<file path="src/shared/jpc_map.vh">
`ifndef JPC_MAP_VH
`define JPC_MAP_VH
// runtime enable register, offset above the io block base
`define JPC_REG_RUNTIME_EN 8'hC7
`define JPC_RUNTIME_EN_BIT 0
`define JPC_RUNTIME_EN_RST 8'h00
// port c bit positions
`define JPC_PC_MODE 0
`define JPC_PC_CLK 1
`define JPC_PC_STAT 3
`define JPC_PC_ERR 4
`define JPC_PC_DIN 5
`define JPC_PC_DOUT 6
// instruction codes (4 bit shift register)
`define JPC_IR_W 4
`define JPC_IR_BYPASS 4'hF
`define JPC_IR_ENABLE 4'h1
`define JPC_IR_DISABLE 4'h2
`define JPC_IR_CLEAR 4'h3
`define JPC_IR_PROGRAM 4'h4
`define JPC_IR_ERASE 4'h5
`define JPC_IR_READ 4'h6
`define JPC_IR_VERIFY 4'h7
`define JPC_IR_CHIP_ERASE 4'h8
// data register width: op(2) sector(4) addr(8) data(8)
`define JPC_DR_W 22
// enable option bits in the data register after an enable command
`define JPC_OPT_EXT 0
`define JPC_OPT_OD 1
// tap states, one-hot
`define JPC_TAP_W 16
`endif
</file>
<file path="src/rtl/jpc_port_ctrl.v">
// How it works
// - port is enabled when nvm bit, runtime bit or product term is set.
// - with port off, the four pins are released to general i/o.
// - pins are inputs until enable command; then data out drives.
// - runtime bit at offset C7h; reset or cpu write clears it.
// - nvm-dedicated port ignores device reset.
// - runtime-enabled port is blocked or aborted by device reset.
// - user product term is the third enable source.
// - blank device enables the four basic signals by default.
// - flash arrays, logic and config bits programmed over serial port.
// - configuration commands only; no boundary scan.
// - status and error outputs enabled only by the enable command.
// - error output goes low on failed erase or program.
// - error stays low until clear, or reset after disable.
// - status high while flash is in read mode.
// - status low during program, erase or secondary flash write.
// - enable option selects open-drain status and error drive.
// - secured device refuses read, verify, program and erase; chip erase, enable, disable and clear still run.
// - chip erase clears security and leaves device blank.
// - erase of a protected sector is rejected.
// - pins: mode pc0, clock pc1, status pc3, error pc4, in pc5, out pc6.
`timescale 1ns/1ps
`default_nettype none
`include "jpc_map.vh"
module jpc_port_ctrl #(
  parameter NSEC = 12
) (
  // clock and reset
  input wire sys_clk,
  input wire nrst,
  // device reset, active low, from the device pin
  input wire dev_rst_n,
  // enable sources
  input wire nvm_dedicate,
  input wire port_select_term,
  input wire blank_device,
  // cpu register port (offset above io_block_base)
  input wire reg_wr,
  input wire [7:0] reg_addr,
  input wire [7:0] reg_wdata,
  output reg [7:0] reg_rdata,
  // port c pins, pc0..pc6
  input wire [6:0] port_c_in,
  output reg [6:0] port_c_out,
  output reg [6:0] port_c_oe,
  output reg port_owned,
  // flash side
  input wire flash_busy,
  input wire flash2_writing,
  input wire flash_fail,
  input wire security_bit,
  input wire [NSEC-1:0] sector_protect,
  input wire [7:0] flash_rdata,
  output reg flash_req,
  output reg [1:0] flash_op,
  output reg [3:0] flash_sector,
  output reg [7:0] flash_addr,
  output reg [7:0] flash_wdata,
  output reg clear_security,
  output reg cmd_refused
);
////////////////////////////////////////////////////////////////////////
// tap states
localparam S_RESET = 16'h0001;
localparam S_IDLE = 16'h0002;
localparam S_SDR = 16'h0004;
localparam S_CDR = 16'h0008;
localparam S_SHDR = 16'h0010;
localparam S_E1DR = 16'h0020;
localparam S_PDR = 16'h0040;
localparam S_E2DR = 16'h0080;
localparam S_UDR = 16'h0100;
localparam S_SIR = 16'h0200;
localparam S_CIR = 16'h0400;
localparam S_SHIR = 16'h0800;
localparam S_E1IR = 16'h1000;
localparam S_PIR = 16'h2000;
localparam S_E2IR = 16'h4000;
localparam S_UIR = 16'h8000;
// flash operation codes
localparam OP_READ = 2'h0;
localparam OP_PROG = 2'h1;
localparam OP_ERASE = 2'h2;
localparam OP_CHIP = 2'h3;

// next tap state from current state and mode bit
function [15:0] tap_next;
  input [15:0] s;
  input m;
  begin
    case (s)
      S_RESET: tap_next = m ? S_RESET : S_IDLE;
      S_IDLE: tap_next = m ? S_SDR : S_IDLE;
      S_SDR: tap_next = m ? S_SIR : S_CDR;
      S_CDR: tap_next = m ? S_E1DR : S_SHDR;
      S_SHDR: tap_next = m ? S_E1DR : S_SHDR;
      S_E1DR: tap_next = m ? S_UDR : S_PDR;
      S_PDR: tap_next = m ? S_E2DR : S_PDR;
      S_E2DR: tap_next = m ? S_UDR : S_SHDR;
      S_UDR: tap_next = m ? S_SDR : S_IDLE;
      S_SIR: tap_next = m ? S_RESET : S_CIR;
      S_CIR: tap_next = m ? S_E1IR : S_SHIR;
      S_SHIR: tap_next = m ? S_E1IR : S_SHIR;
      S_E1IR: tap_next = m ? S_UIR : S_PIR;
      S_PIR: tap_next = m ? S_E2IR : S_PIR;
      S_E2IR: tap_next = m ? S_UIR : S_SHIR;
      S_UIR: tap_next = m ? S_SDR : S_IDLE;
      default: tap_next = S_RESET;
    endcase
  end
endfunction

////////////////////////////////////////////////////////////////////////
// pin and reset synchronisers
wire [6:0] pc_s;
wire rst_n_s;
jpc_sync2 #(.W(8)) u_sync (
  .sys_clk(sys_clk),
  .nrst(nrst),
  .async_in({dev_rst_n, port_c_in}),
  .sync_out({rst_n_s, pc_s})
);
wire tms = pc_s[`JPC_PC_MODE];
wire tck = pc_s[`JPC_PC_CLK];
wire tdi = pc_s[`JPC_PC_DIN];

////////////////////////////////////////////////////////////////////////
// runtime enable register; a device reset or cpu write clears it
reg run_en_q;
reg rst_seen_q;
always @(posedge sys_clk) begin
  if (!nrst) begin
    run_en_q <= 1'b0;
  end else if (!rst_n_s) begin
    run_en_q <= 1'b0;
  end else if (reg_wr && reg_addr == `JPC_REG_RUNTIME_EN) begin
    run_en_q <= reg_wdata[`JPC_RUNTIME_EN_BIT];
  end
end

// three sources ored; blank part enables by default
wire port_on = nvm_dedicate | run_en_q | port_select_term
  | blank_device;
// device reset only stops the port when nvm does not dedicate it
wire dev_block = !rst_n_s && !nvm_dedicate;
wire tap_hold = !port_on || dev_block;

////////////////////////////////////////////////////////////////////////
// clock edge detect on the synchronised test clock
reg tck_q;
always @(posedge sys_clk) begin
  if (!nrst) begin
    tck_q <= 1'b0;
  end else begin
    tck_q <= tck;
  end
end
wire tck_rise = tck && !tck_q;
wire tck_fall = !tck && tck_q;

////////////////////////////////////////////////////////////////////////
// tap controller and shift registers
reg [15:0] st_q;
reg [`JPC_IR_W-1:0] ir_sh_q;
reg [`JPC_IR_W-1:0] ir_q;
reg [`JPC_DR_W-1:0] dr_q;
reg bypass_q;
reg tdo_q;
always @(posedge sys_clk) begin
  if (!nrst || tap_hold) begin
    st_q <= S_RESET;
    ir_sh_q <= `JPC_IR_BYPASS;
    dr_q <= {`JPC_DR_W{1'b0}};
    bypass_q <= 1'b0;
  end else if (tck_rise) begin
    st_q <= tap_next(st_q, tms);
    case (st_q)
      S_CIR: ir_sh_q <= 4'h1;
      S_SHIR: ir_sh_q <= {tdi, ir_sh_q[`JPC_IR_W-1:1]};
      // capture loads read data; secured reads return zero
      S_CDR: dr_q <= {14'h0000, security_bit ? 8'h00 : flash_rdata};
      S_SHDR: begin
        dr_q <= {tdi, dr_q[`JPC_DR_W-1:1]};
        bypass_q <= tdi;
      end
      default: ir_sh_q <= ir_sh_q;
    endcase
  end
end

// instruction register, bypass after tap reset
always @(posedge sys_clk) begin
  if (!nrst || tap_hold) begin
    ir_q <= `JPC_IR_BYPASS;
  end else if (tck_rise && st_q == S_RESET) begin
    ir_q <= `JPC_IR_BYPASS;
  end else if (tck_rise && st_q == S_UIR) begin
    ir_q <= ir_sh_q; // only isc codes decode; no boundary scan
  end
end

// output data changes on the falling test clock
always @(posedge sys_clk) begin
  if (!nrst) begin
    tdo_q <= 1'b0;
  end else if (tck_fall) begin
    if (st_q == S_SHIR) begin
      tdo_q <= ir_sh_q[0];
    end else if (ir_q == `JPC_IR_BYPASS) begin
      tdo_q <= bypass_q;
    end else begin
      tdo_q <= dr_q[0];
    end
  end
end

////////////////////////////////////////////////////////////////////////
// command execution at update of the data register
wire upd = tck_rise && st_q == S_UDR;
wire [1:0] d_op = dr_q[21:20];
wire [3:0] d_sec = dr_q[19:16];
reg isc_on_q; // enable command received; drives data out
reg ext_q;
reg od_q;
reg disabled_q; // disable seen; next device reset clears error
reg err_q;
reg busy_q;
wire sec_prot = (d_sec < NSEC) ? sector_protect[d_sec] : 1'b0;
reg refuse;
always @* begin
  refuse = 1'b0;
  case (ir_q)
    `JPC_IR_PROGRAM, `JPC_IR_READ, `JPC_IR_VERIFY: begin
      refuse = security_bit;
    end
    `JPC_IR_ERASE: begin
      refuse = security_bit || sec_prot;
    end
    default: refuse = 1'b0;
  endcase
end

always @(posedge sys_clk) begin
  if (!nrst || tap_hold) begin
    isc_on_q <= 1'b0;
    ext_q <= 1'b0;
    od_q <= 1'b0;
  end else if (upd && ir_q == `JPC_IR_ENABLE) begin
    isc_on_q <= 1'b1;
    ext_q <= dr_q[`JPC_OPT_EXT];
    od_q <= dr_q[`JPC_OPT_OD];
  end else if (upd && ir_q == `JPC_IR_DISABLE) begin
    isc_on_q <= 1'b0;
    ext_q <= 1'b0;
    od_q <= 1'b0;
  end
end

// flash request pulses; chip erase also drops security
always @(posedge sys_clk) begin
  if (!nrst) begin
    flash_req <= 1'b0;
    flash_op <= OP_READ;
    flash_sector <= 4'h0;
    flash_addr <= 8'h00;
    flash_wdata <= 8'h00;
    clear_security <= 1'b0;
    cmd_refused <= 1'b0;
  end else begin
    flash_req <= 1'b0;
    clear_security <= 1'b0;
    cmd_refused <= upd && isc_on_q && refuse;
    if (upd && isc_on_q && !refuse) begin
      case (ir_q)
        `JPC_IR_PROGRAM: begin
          flash_req <= 1'b1;
          flash_op <= (d_op == OP_ERASE) ? OP_PROG : d_op;
        end
        `JPC_IR_ERASE: begin
          flash_req <= 1'b1;
          flash_op <= OP_ERASE;
        end
        `JPC_IR_READ, `JPC_IR_VERIFY: begin
          flash_req <= 1'b1;
          flash_op <= OP_READ;
        end
        `JPC_IR_CHIP_ERASE: begin
          flash_req <= 1'b1;
          flash_op <= OP_CHIP;
          clear_security <= 1'b1;
        end
        default: flash_req <= 1'b0;
      endcase
      flash_sector <= d_sec;
      flash_addr <= dr_q[15:8];
      flash_wdata <= dr_q[7:0];
    end
  end
end

////////////////////////////////////////////////////////////////////////
// sticky error flag; a new fail wins over the clear
always @(posedge sys_clk) begin
  if (!nrst) begin
    err_q <= 1'b0;
    disabled_q <= 1'b0;
  end else begin
    if (upd && ir_q == `JPC_IR_DISABLE) begin
      disabled_q <= 1'b1;
    end else if (upd && ir_q == `JPC_IR_ENABLE) begin
      disabled_q <= 1'b0;
    end else if (!rst_n_s) begin
      disabled_q <= 1'b0;
    end
    if (flash_fail) begin
      err_q <= 1'b1;
    end else if (upd && ir_q == `JPC_IR_CLEAR) begin
      err_q <= 1'b0;
    end else if (!rst_n_s && disabled_q) begin
      err_q <= 1'b0;
    end
  end
end

// busy mirrors ready/busy of both arrays
always @(posedge sys_clk) begin
  if (!nrst) begin
    busy_q <= 1'b0;
  end else begin
    busy_q <= flash_busy || flash2_writing;
  end
end

////////////////////////////////////////////////////////////////////////
// pin drive; open-drain only ever drives low
always @(posedge sys_clk) begin
  if (!nrst) begin
    port_c_out <= 7'h00;
    port_c_oe <= 7'h00;
    port_owned <= 1'b0;
  end else begin
    port_owned <= port_on;
    port_c_out <= 7'h00;
    port_c_oe <= 7'h00;
    port_c_out[`JPC_PC_DOUT] <= tdo_q;
    port_c_oe[`JPC_PC_DOUT] <= port_on && isc_on_q;
    if (port_on && ext_q) begin
      port_c_out[`JPC_PC_STAT] <= !busy_q;
      port_c_oe[`JPC_PC_STAT] <= od_q ? busy_q : 1'b1;
      port_c_out[`JPC_PC_ERR] <= !err_q;
      port_c_oe[`JPC_PC_ERR] <= od_q ? err_q : 1'b1;
    end // otherwise extension pins left undriven
  end
end

// register read back shows enable bit
always @(posedge sys_clk) begin
  if (!nrst) begin
    reg_rdata <= `JPC_RUNTIME_EN_RST;
  end else if (reg_addr == `JPC_REG_RUNTIME_EN) begin
    reg_rdata <= {7'h00, run_en_q};
  end else begin
    reg_rdata <= 8'h00;
  end
end
endmodule
`default_nettype wire

</file>
<file path="src/rtl/jpc_sync2.v">
`timescale 1ns/1ps
`default_nettype none
module jpc_sync2 #(
  parameter W = 1
) (
  input wire sys_clk,
  input wire nrst,
  input wire [W-1:0] async_in,
  output reg [W-1:0] sync_out
);
reg [W-1:0] meta_q;
// first stage is read only by the second stage
always @(posedge sys_clk) begin
  if (!nrst) begin
    meta_q <= {W{1'b0}};
    sync_out <= {W{1'b0}};
  end else begin
    meta_q <= async_in;
    sync_out <= meta_q;
  end
end
endmodule
`default_nettype wire

</file>
<file path="config.mk">
export PLATFORM = sky130hd
export DESIGN_NAME = jpc_port_ctrl
export DESIGN_NICKNAME = d
export VERILOG_FILES = /design/src/rtl/jpc_port_ctrl.v /design/src/rtl/jpc_sync2.v
export VERILOG_INCLUDE_DIRS = /design/src /design/src/shared
export SDC_FILE = /design/constraint.sdc
export NUM_CORES = 1
export LEC_CHECK = 0
export BUFFER_PORTS_ARGS = -buffer_cell sky130_fd_sc_hd__buf_2
export CAP_MARGIN = 20
export CORE_MARGIN = 2
export CORE_UTILIZATION = 44
export CTS_CLUSTER_DIAMETER = 40
export CTS_CLUSTER_SIZE = 12
export DETAILED_ROUTE_END_ITERATION = 8
export GPL_TIMING_DRIVEN = 1
export PLACE_DENSITY = 0.79
export SLEW_MARGIN = 20
export SYNTH_ARGS = -nofsm -noshare
export SYNTH_HDL_FRONTEND = slang
export SYNTH_HIERARCHICAL = 1
export SYNTH_SLANG_ARGS = --single-unit
</file>
<file path="constraint.sdc">
create_clock -name sys_clk -period 1.9 [get_ports sys_clk]
set_input_delay 0.38 -clock sys_clk [delete_from_list [all_inputs] [get_ports sys_clk]]
set_output_delay 0.38 -clock sys_clk [all_outputs]
set_load 0.02 [all_outputs]
</file>
Word-level counts from Yosys, hierarchy flattened
Cells that the tools add are included.
Storage, ports and cells
  output and inout bits: 48
  word-level logic and storage cells: 152
  input port bits: 54
  bits in registers: 120
Operators by class
  reductions and logical operators: 49
  bitwise logic cells: 3
  order comparisons: 2
  mux-type cells: 38
  equality and inequality tests: 28
Operators by type and width (count)
  $pmux 16 s12: 1
  $pmux 22 s2: 1
  $mux 16: 2
  $mux 1: 18
  $mux 9: 2
  $eq 16x1->1 const B: 1
  $eq 16x10->1 const B: 1
  $eq 16x11->1 const B: 1
  $eq 16x12->1 const B: 1
  $eq 16x13->1 const B: 1
  $eq 16x14->1 const B: 1
  $eq 16x15->1 const B: 1
  $eq 16x16->1 const B: 1
  $eq 16x2->1 const B: 1
  $eq 16x3->1 const B: 1
  $eq 16x4->1 const B: 1
  $eq 16x5->1 const B: 1
  $eq 16x6->1 const B: 1
  $eq 16x7->1 const B: 1
  $eq 16x8->1 const B: 1
  $eq 16x9->1 const B: 1
  $eq 4x3->1 const B: 4
  $logic_and 1x1->1: 16
  $mux 8: 2
  other kinds (29): 58

Longest topological paths before layout
  depth in word-level cells: 8
  depth in mapped cells: 8

By module
Netlist, hierarchy kept.
By module, submodules not included
  jpc_port_ctrl: cells each 514, area an instance 4302.9 µm², times used 1
  jpc_sync2: cells each 33, area an instance 446.7 µm², times used 1

Least setup slack after synthesis
OpenSTA, ideal clock, no wires.
  kind: flip-flop to flip-flop
  start: register st_q[5]
  end: register flash_op[0]
  cell stages (with the launch flop): 7
  buffers on the path: 1
  library setup time: 119 ps
  path slack: -109 ps
  arrival: 1890 ps
  cell sequence: dfxtp_1 -> buf_4 -> or4_4 -> nor4_4 -> nand3_1 -> nand2b_1 -> o221a_2
On the way
  word-level cells in the longest chain between the ends: 5
Ends and longest elaborated chain
  start: declaration: line jpc_port_ctrl.v:163  | reg [15:0] st_q;
  start signal: assignment: line jpc_port_ctrl.v:176  | st_q <= tap_next(st_q, tms);
  $eq 16x9->1: line jpc_port_ctrl.v:219  | wire upd = tck_rise && st_q == S_UDR;
  $logic_and 1x1->1: line jpc_port_ctrl.v:219
  $logic_and 1x1->1 (2 in a row): line jpc_port_ctrl.v:273  | if (upd && isc_on_q && !refuse) begin
  $reduce_and 2->1 (no source line)
  end signal: assignment: line jpc_port_ctrl.v:277  | flash_op <= (d_op == OP_ERASE) ? OP_PROG : d_op;
  end: declaration: line jpc_port_ctrl.v:55  | output reg [1:0] flash_op,
No other way between the ends.
A chain may end at the register's enable or synchronous reset.

Worst setup path in the final report
  start: register st_q[5]
  end: register flash_wdata[4]
On the way
  word-level cells in the longest chain between the ends: 4
Ends and longest elaborated chain
  $eq 16x9->1: line jpc_port_ctrl.v:219
  $logic_and 1x1->1: line jpc_port_ctrl.v:219
  $logic_and 1x1->1 (2 in a row): line jpc_port_ctrl.v:273
  end signal: assignment: line jpc_port_ctrl.v:296  | flash_wdata <= dr_q[7:0];
  end: declaration: line jpc_port_ctrl.v:58  | output reg [7:0] flash_wdata,
No other way between the ends.

==> results.cfg <==
[outcome]
status = finished with violations
violations = setup timing

[finish]
finish.cell_count_without_fillers = 809
areaGrowthSynthToFinish_pct = 37.5
insertedDiodeCount = 0
layout.nets = 722
ratio_of_cells_with_drive_above_1_in_the_final_layout_pct = 41.2

[sta]
setup_viol = 51
achievable-frequency_mhz = 466
share_of_the_clock_period_used_by_the_worst_path_after_layout_pct = 113
tightest_slew_margin_relative_to_the_limit_pct = 57.7
post-route-worst-setup-slack_ns = -0.247
fin_worst_skew_ns = 0.0159
grt_setup_unrepaired = true
tightest_slew_ns = 0.625
total_neg_setup_slack_ns = -4.34
report.final.slew_viol_count = 0
hold_viol_final = 0
final_period_minus_worst_setup_slack_ns = 2.15

[die]
die_w_um = 106
core_area_um2 = 10200
std_cell_rows = 37
floorplan.die_area_um2 = 11100
floorplan.die.height_um = 106
pin_count = 102
starting_density_of_the_core_pct = 44.5

[clock_network]
cts-root-to-sink-buffers = 2
worst_skew_pair.late_latency_ns = 0.37
cts-htree-levels = 3
cts_tree = built
root_buffer = clkbuf_8
clkTransAtPathRegs_ns = 0.10
tritoncts.num_buffers = 9
cts.sinks = 97

[routing]
routed_wirelength_um = 13900
routed-via-count = 4699
wl_per_cell_um = 17.2
antenna_left = 0
vias_per_instance = 5.81
initialDrtViolationCount = 467
remaining_drc_errors = 0
first_pass_iters = 5

[synth]
syn-instance-count = 531
synth.yosys.warnings = 6
synthesis.area_per_instance_um2 = 8.54
syn_area_um2 = 4530

[critical_path]
required_ns = 2.16
cpLargestDelayFamily = simple AND/OR/NAND/NOR gates
r2r_worst_path_depth = 6
cp_data_arrival_time_ns = 2.40
worstPathMaxFanout = 7
worst_path_max_delay_cell = or4_4
setup.worst_path.start_class = flip-flop
r2r-start = st_q[5]
worstReg2RegEnd = flash_wdata[4]
startpoint_to_endpoint_class_of_the_critical_path = reg2reg
critical_path.n_buffers_inverters = 1
type_of_element_capturing_the_critical_path = flip-flop
timing.critical_path.cells = or4_4, nor4_4, nand3_4, buf_2, o21ai_0, a21oi_1
max_stage_delay_ns = 0.53
reg2reg_setup_slack_ns = -0.25

[placed_design]
post-dp-hpwl_um = 8140
io_buffers = 75
gp_congestion = 0.870
total_placed_cells_including_tap_cells = 767

[grt]
number_of_global_route_vias_before_repair = 4139
gr-usage-all-layers_pct = 21.2
grt_max_degree = 27
initial_antenna_violation_count = 0
grt_first_pass_wirelength_um = 19100
grt.overflow.total = 0

[power]
p_int_mw = 3.05
power.density_cell_area_nw_per_um2 = 634
clockPowerShare_pct = 42.6
seq_power_share_pct = 51.9
vdd_ir_drop_max_mv = 0.329
fraction_of_power_spent_switching_nets_pct = 22.7
p_sw_mw = 0.899
pwr-share-comb_pct = 5.5
cellLeakagePower_nw = 2.44

[run]
drv_cap = 0

[worst_hold_path]
worstHoldPathType = in2reg
holdPathEnd = busy_q
hold-path-cell-count = 3
hp-start = flash_busy
worst reg2reg max path, stage by stage (launching register included):
cell	delay (ns)
dfxtp_2	0.35
or4_4	0.53
nor4_4	0.40
nand3_4	0.20
buf_2	0.21
o21ai_0	0.23
a21oi_1	0.10
cell type report:
cell class | instances | area [µm²]
well taps | 136 | 170
clock buffers | 10 | 138
multi-input cells | 377 | 2580
fillers | 796 | 3950
flip-flops and latches | 97 | 1960
clock inverters | 6 | 119
repair buffers | 167 | 1210
inverters | 16 | 60.1
per-layer routing:
| layer | share of wire (%) | GRT usage [%] |
|---|---|---|
| met1 | 39 | 26.4 |
| met5 | 0 | 0 |
| met4 | 4.3 | 8.55 |
| met3 | 8.0 | 3.90 |
| met2 | 49 | 36.3 |
placed cells by master, fill, tap and decap left out, types with 15 or more instances in the layout:
master and n:
dfxtp_1 89, buf_2 76, buf_4 68, nor2_1 54
a21oi_1 33, nand2_1 26, nand4_1 25, o21ai_1 22
buf_6 17, inv_1 15, conb_1 15
timing repair:
item	4_1_cts	5_1_grt
endpoints found under the setup margin	54	66
cloned	1	5
buffers inserted	7	13
pin swaps	8	29
hold endpoints to repair	0	0
gates resized for setup	31	91
hold buffers	0	0
power by group through the flow:
| stage | registers (mW) | clock network (mW) | logic (mW) |
|---|---|---|---|
| after floorplan | 2.10 | 0 | 0.135 |
| after detailed placement | 2.10 | 0 | 0.195 |
| after global routing | 2.05 | 1.79 | 0.232 |
| after CTS | 2.05 | 1.71 | 0.200 |
| final | 2.05 | 1.69 | 0.218 |
| after global placement | 2.10 | 0 | 0.191 |
worst max path at each step:
stage,from,to,slack [ns],cells after the start
2_1_floorplan,st_q[12],flash_addr[0],-0.05,7
3_3_place_gp,sector_protect[10],flash_op[1],-0.44,6
3_5_place_dp,sector_protect[10],flash_op[1],-0.49,6
4_1_cts,st_q[13],flash_wdata[7],-0.13,5
5_1_grt,st_q[5],flash_wdata[4],-0.29,6
6_report,st_q[5],flash_wdata[4],-0.25,6
per-stage QoR:
step	hold WS (ns)	utilization [%]	total power [mW]	instance area [µm²]	setup WS [ns]
after detailed placement	0.422	52.7	2.30	5370	-0.488
after floorplan	0.393	-	2.23	4640	-0.0546
after global routing	0.222	61.2	4.08	6230	-0.290
after global placement	0.401	52.7	2.29	5370	-0.438
final	0.219	61.2	3.95	6230	-0.247
after CTS	0.214	56.5	3.96	5750	-0.132
flip-flops by register name (all words and copies together), names as in the netlist, 2 cells and up:
name and count:
port_c_out 3, flash_wdata 8, flash_addr 8, u_sync/sync_out 4, port_c_oe 3, u_sync/meta_q 4, flash_sector 4, dr_q 22
st_q 16, flash_op 2, ir_sh_q 4, ir_q 4
No activity file was read; power rests on OpenSTA's default activity.
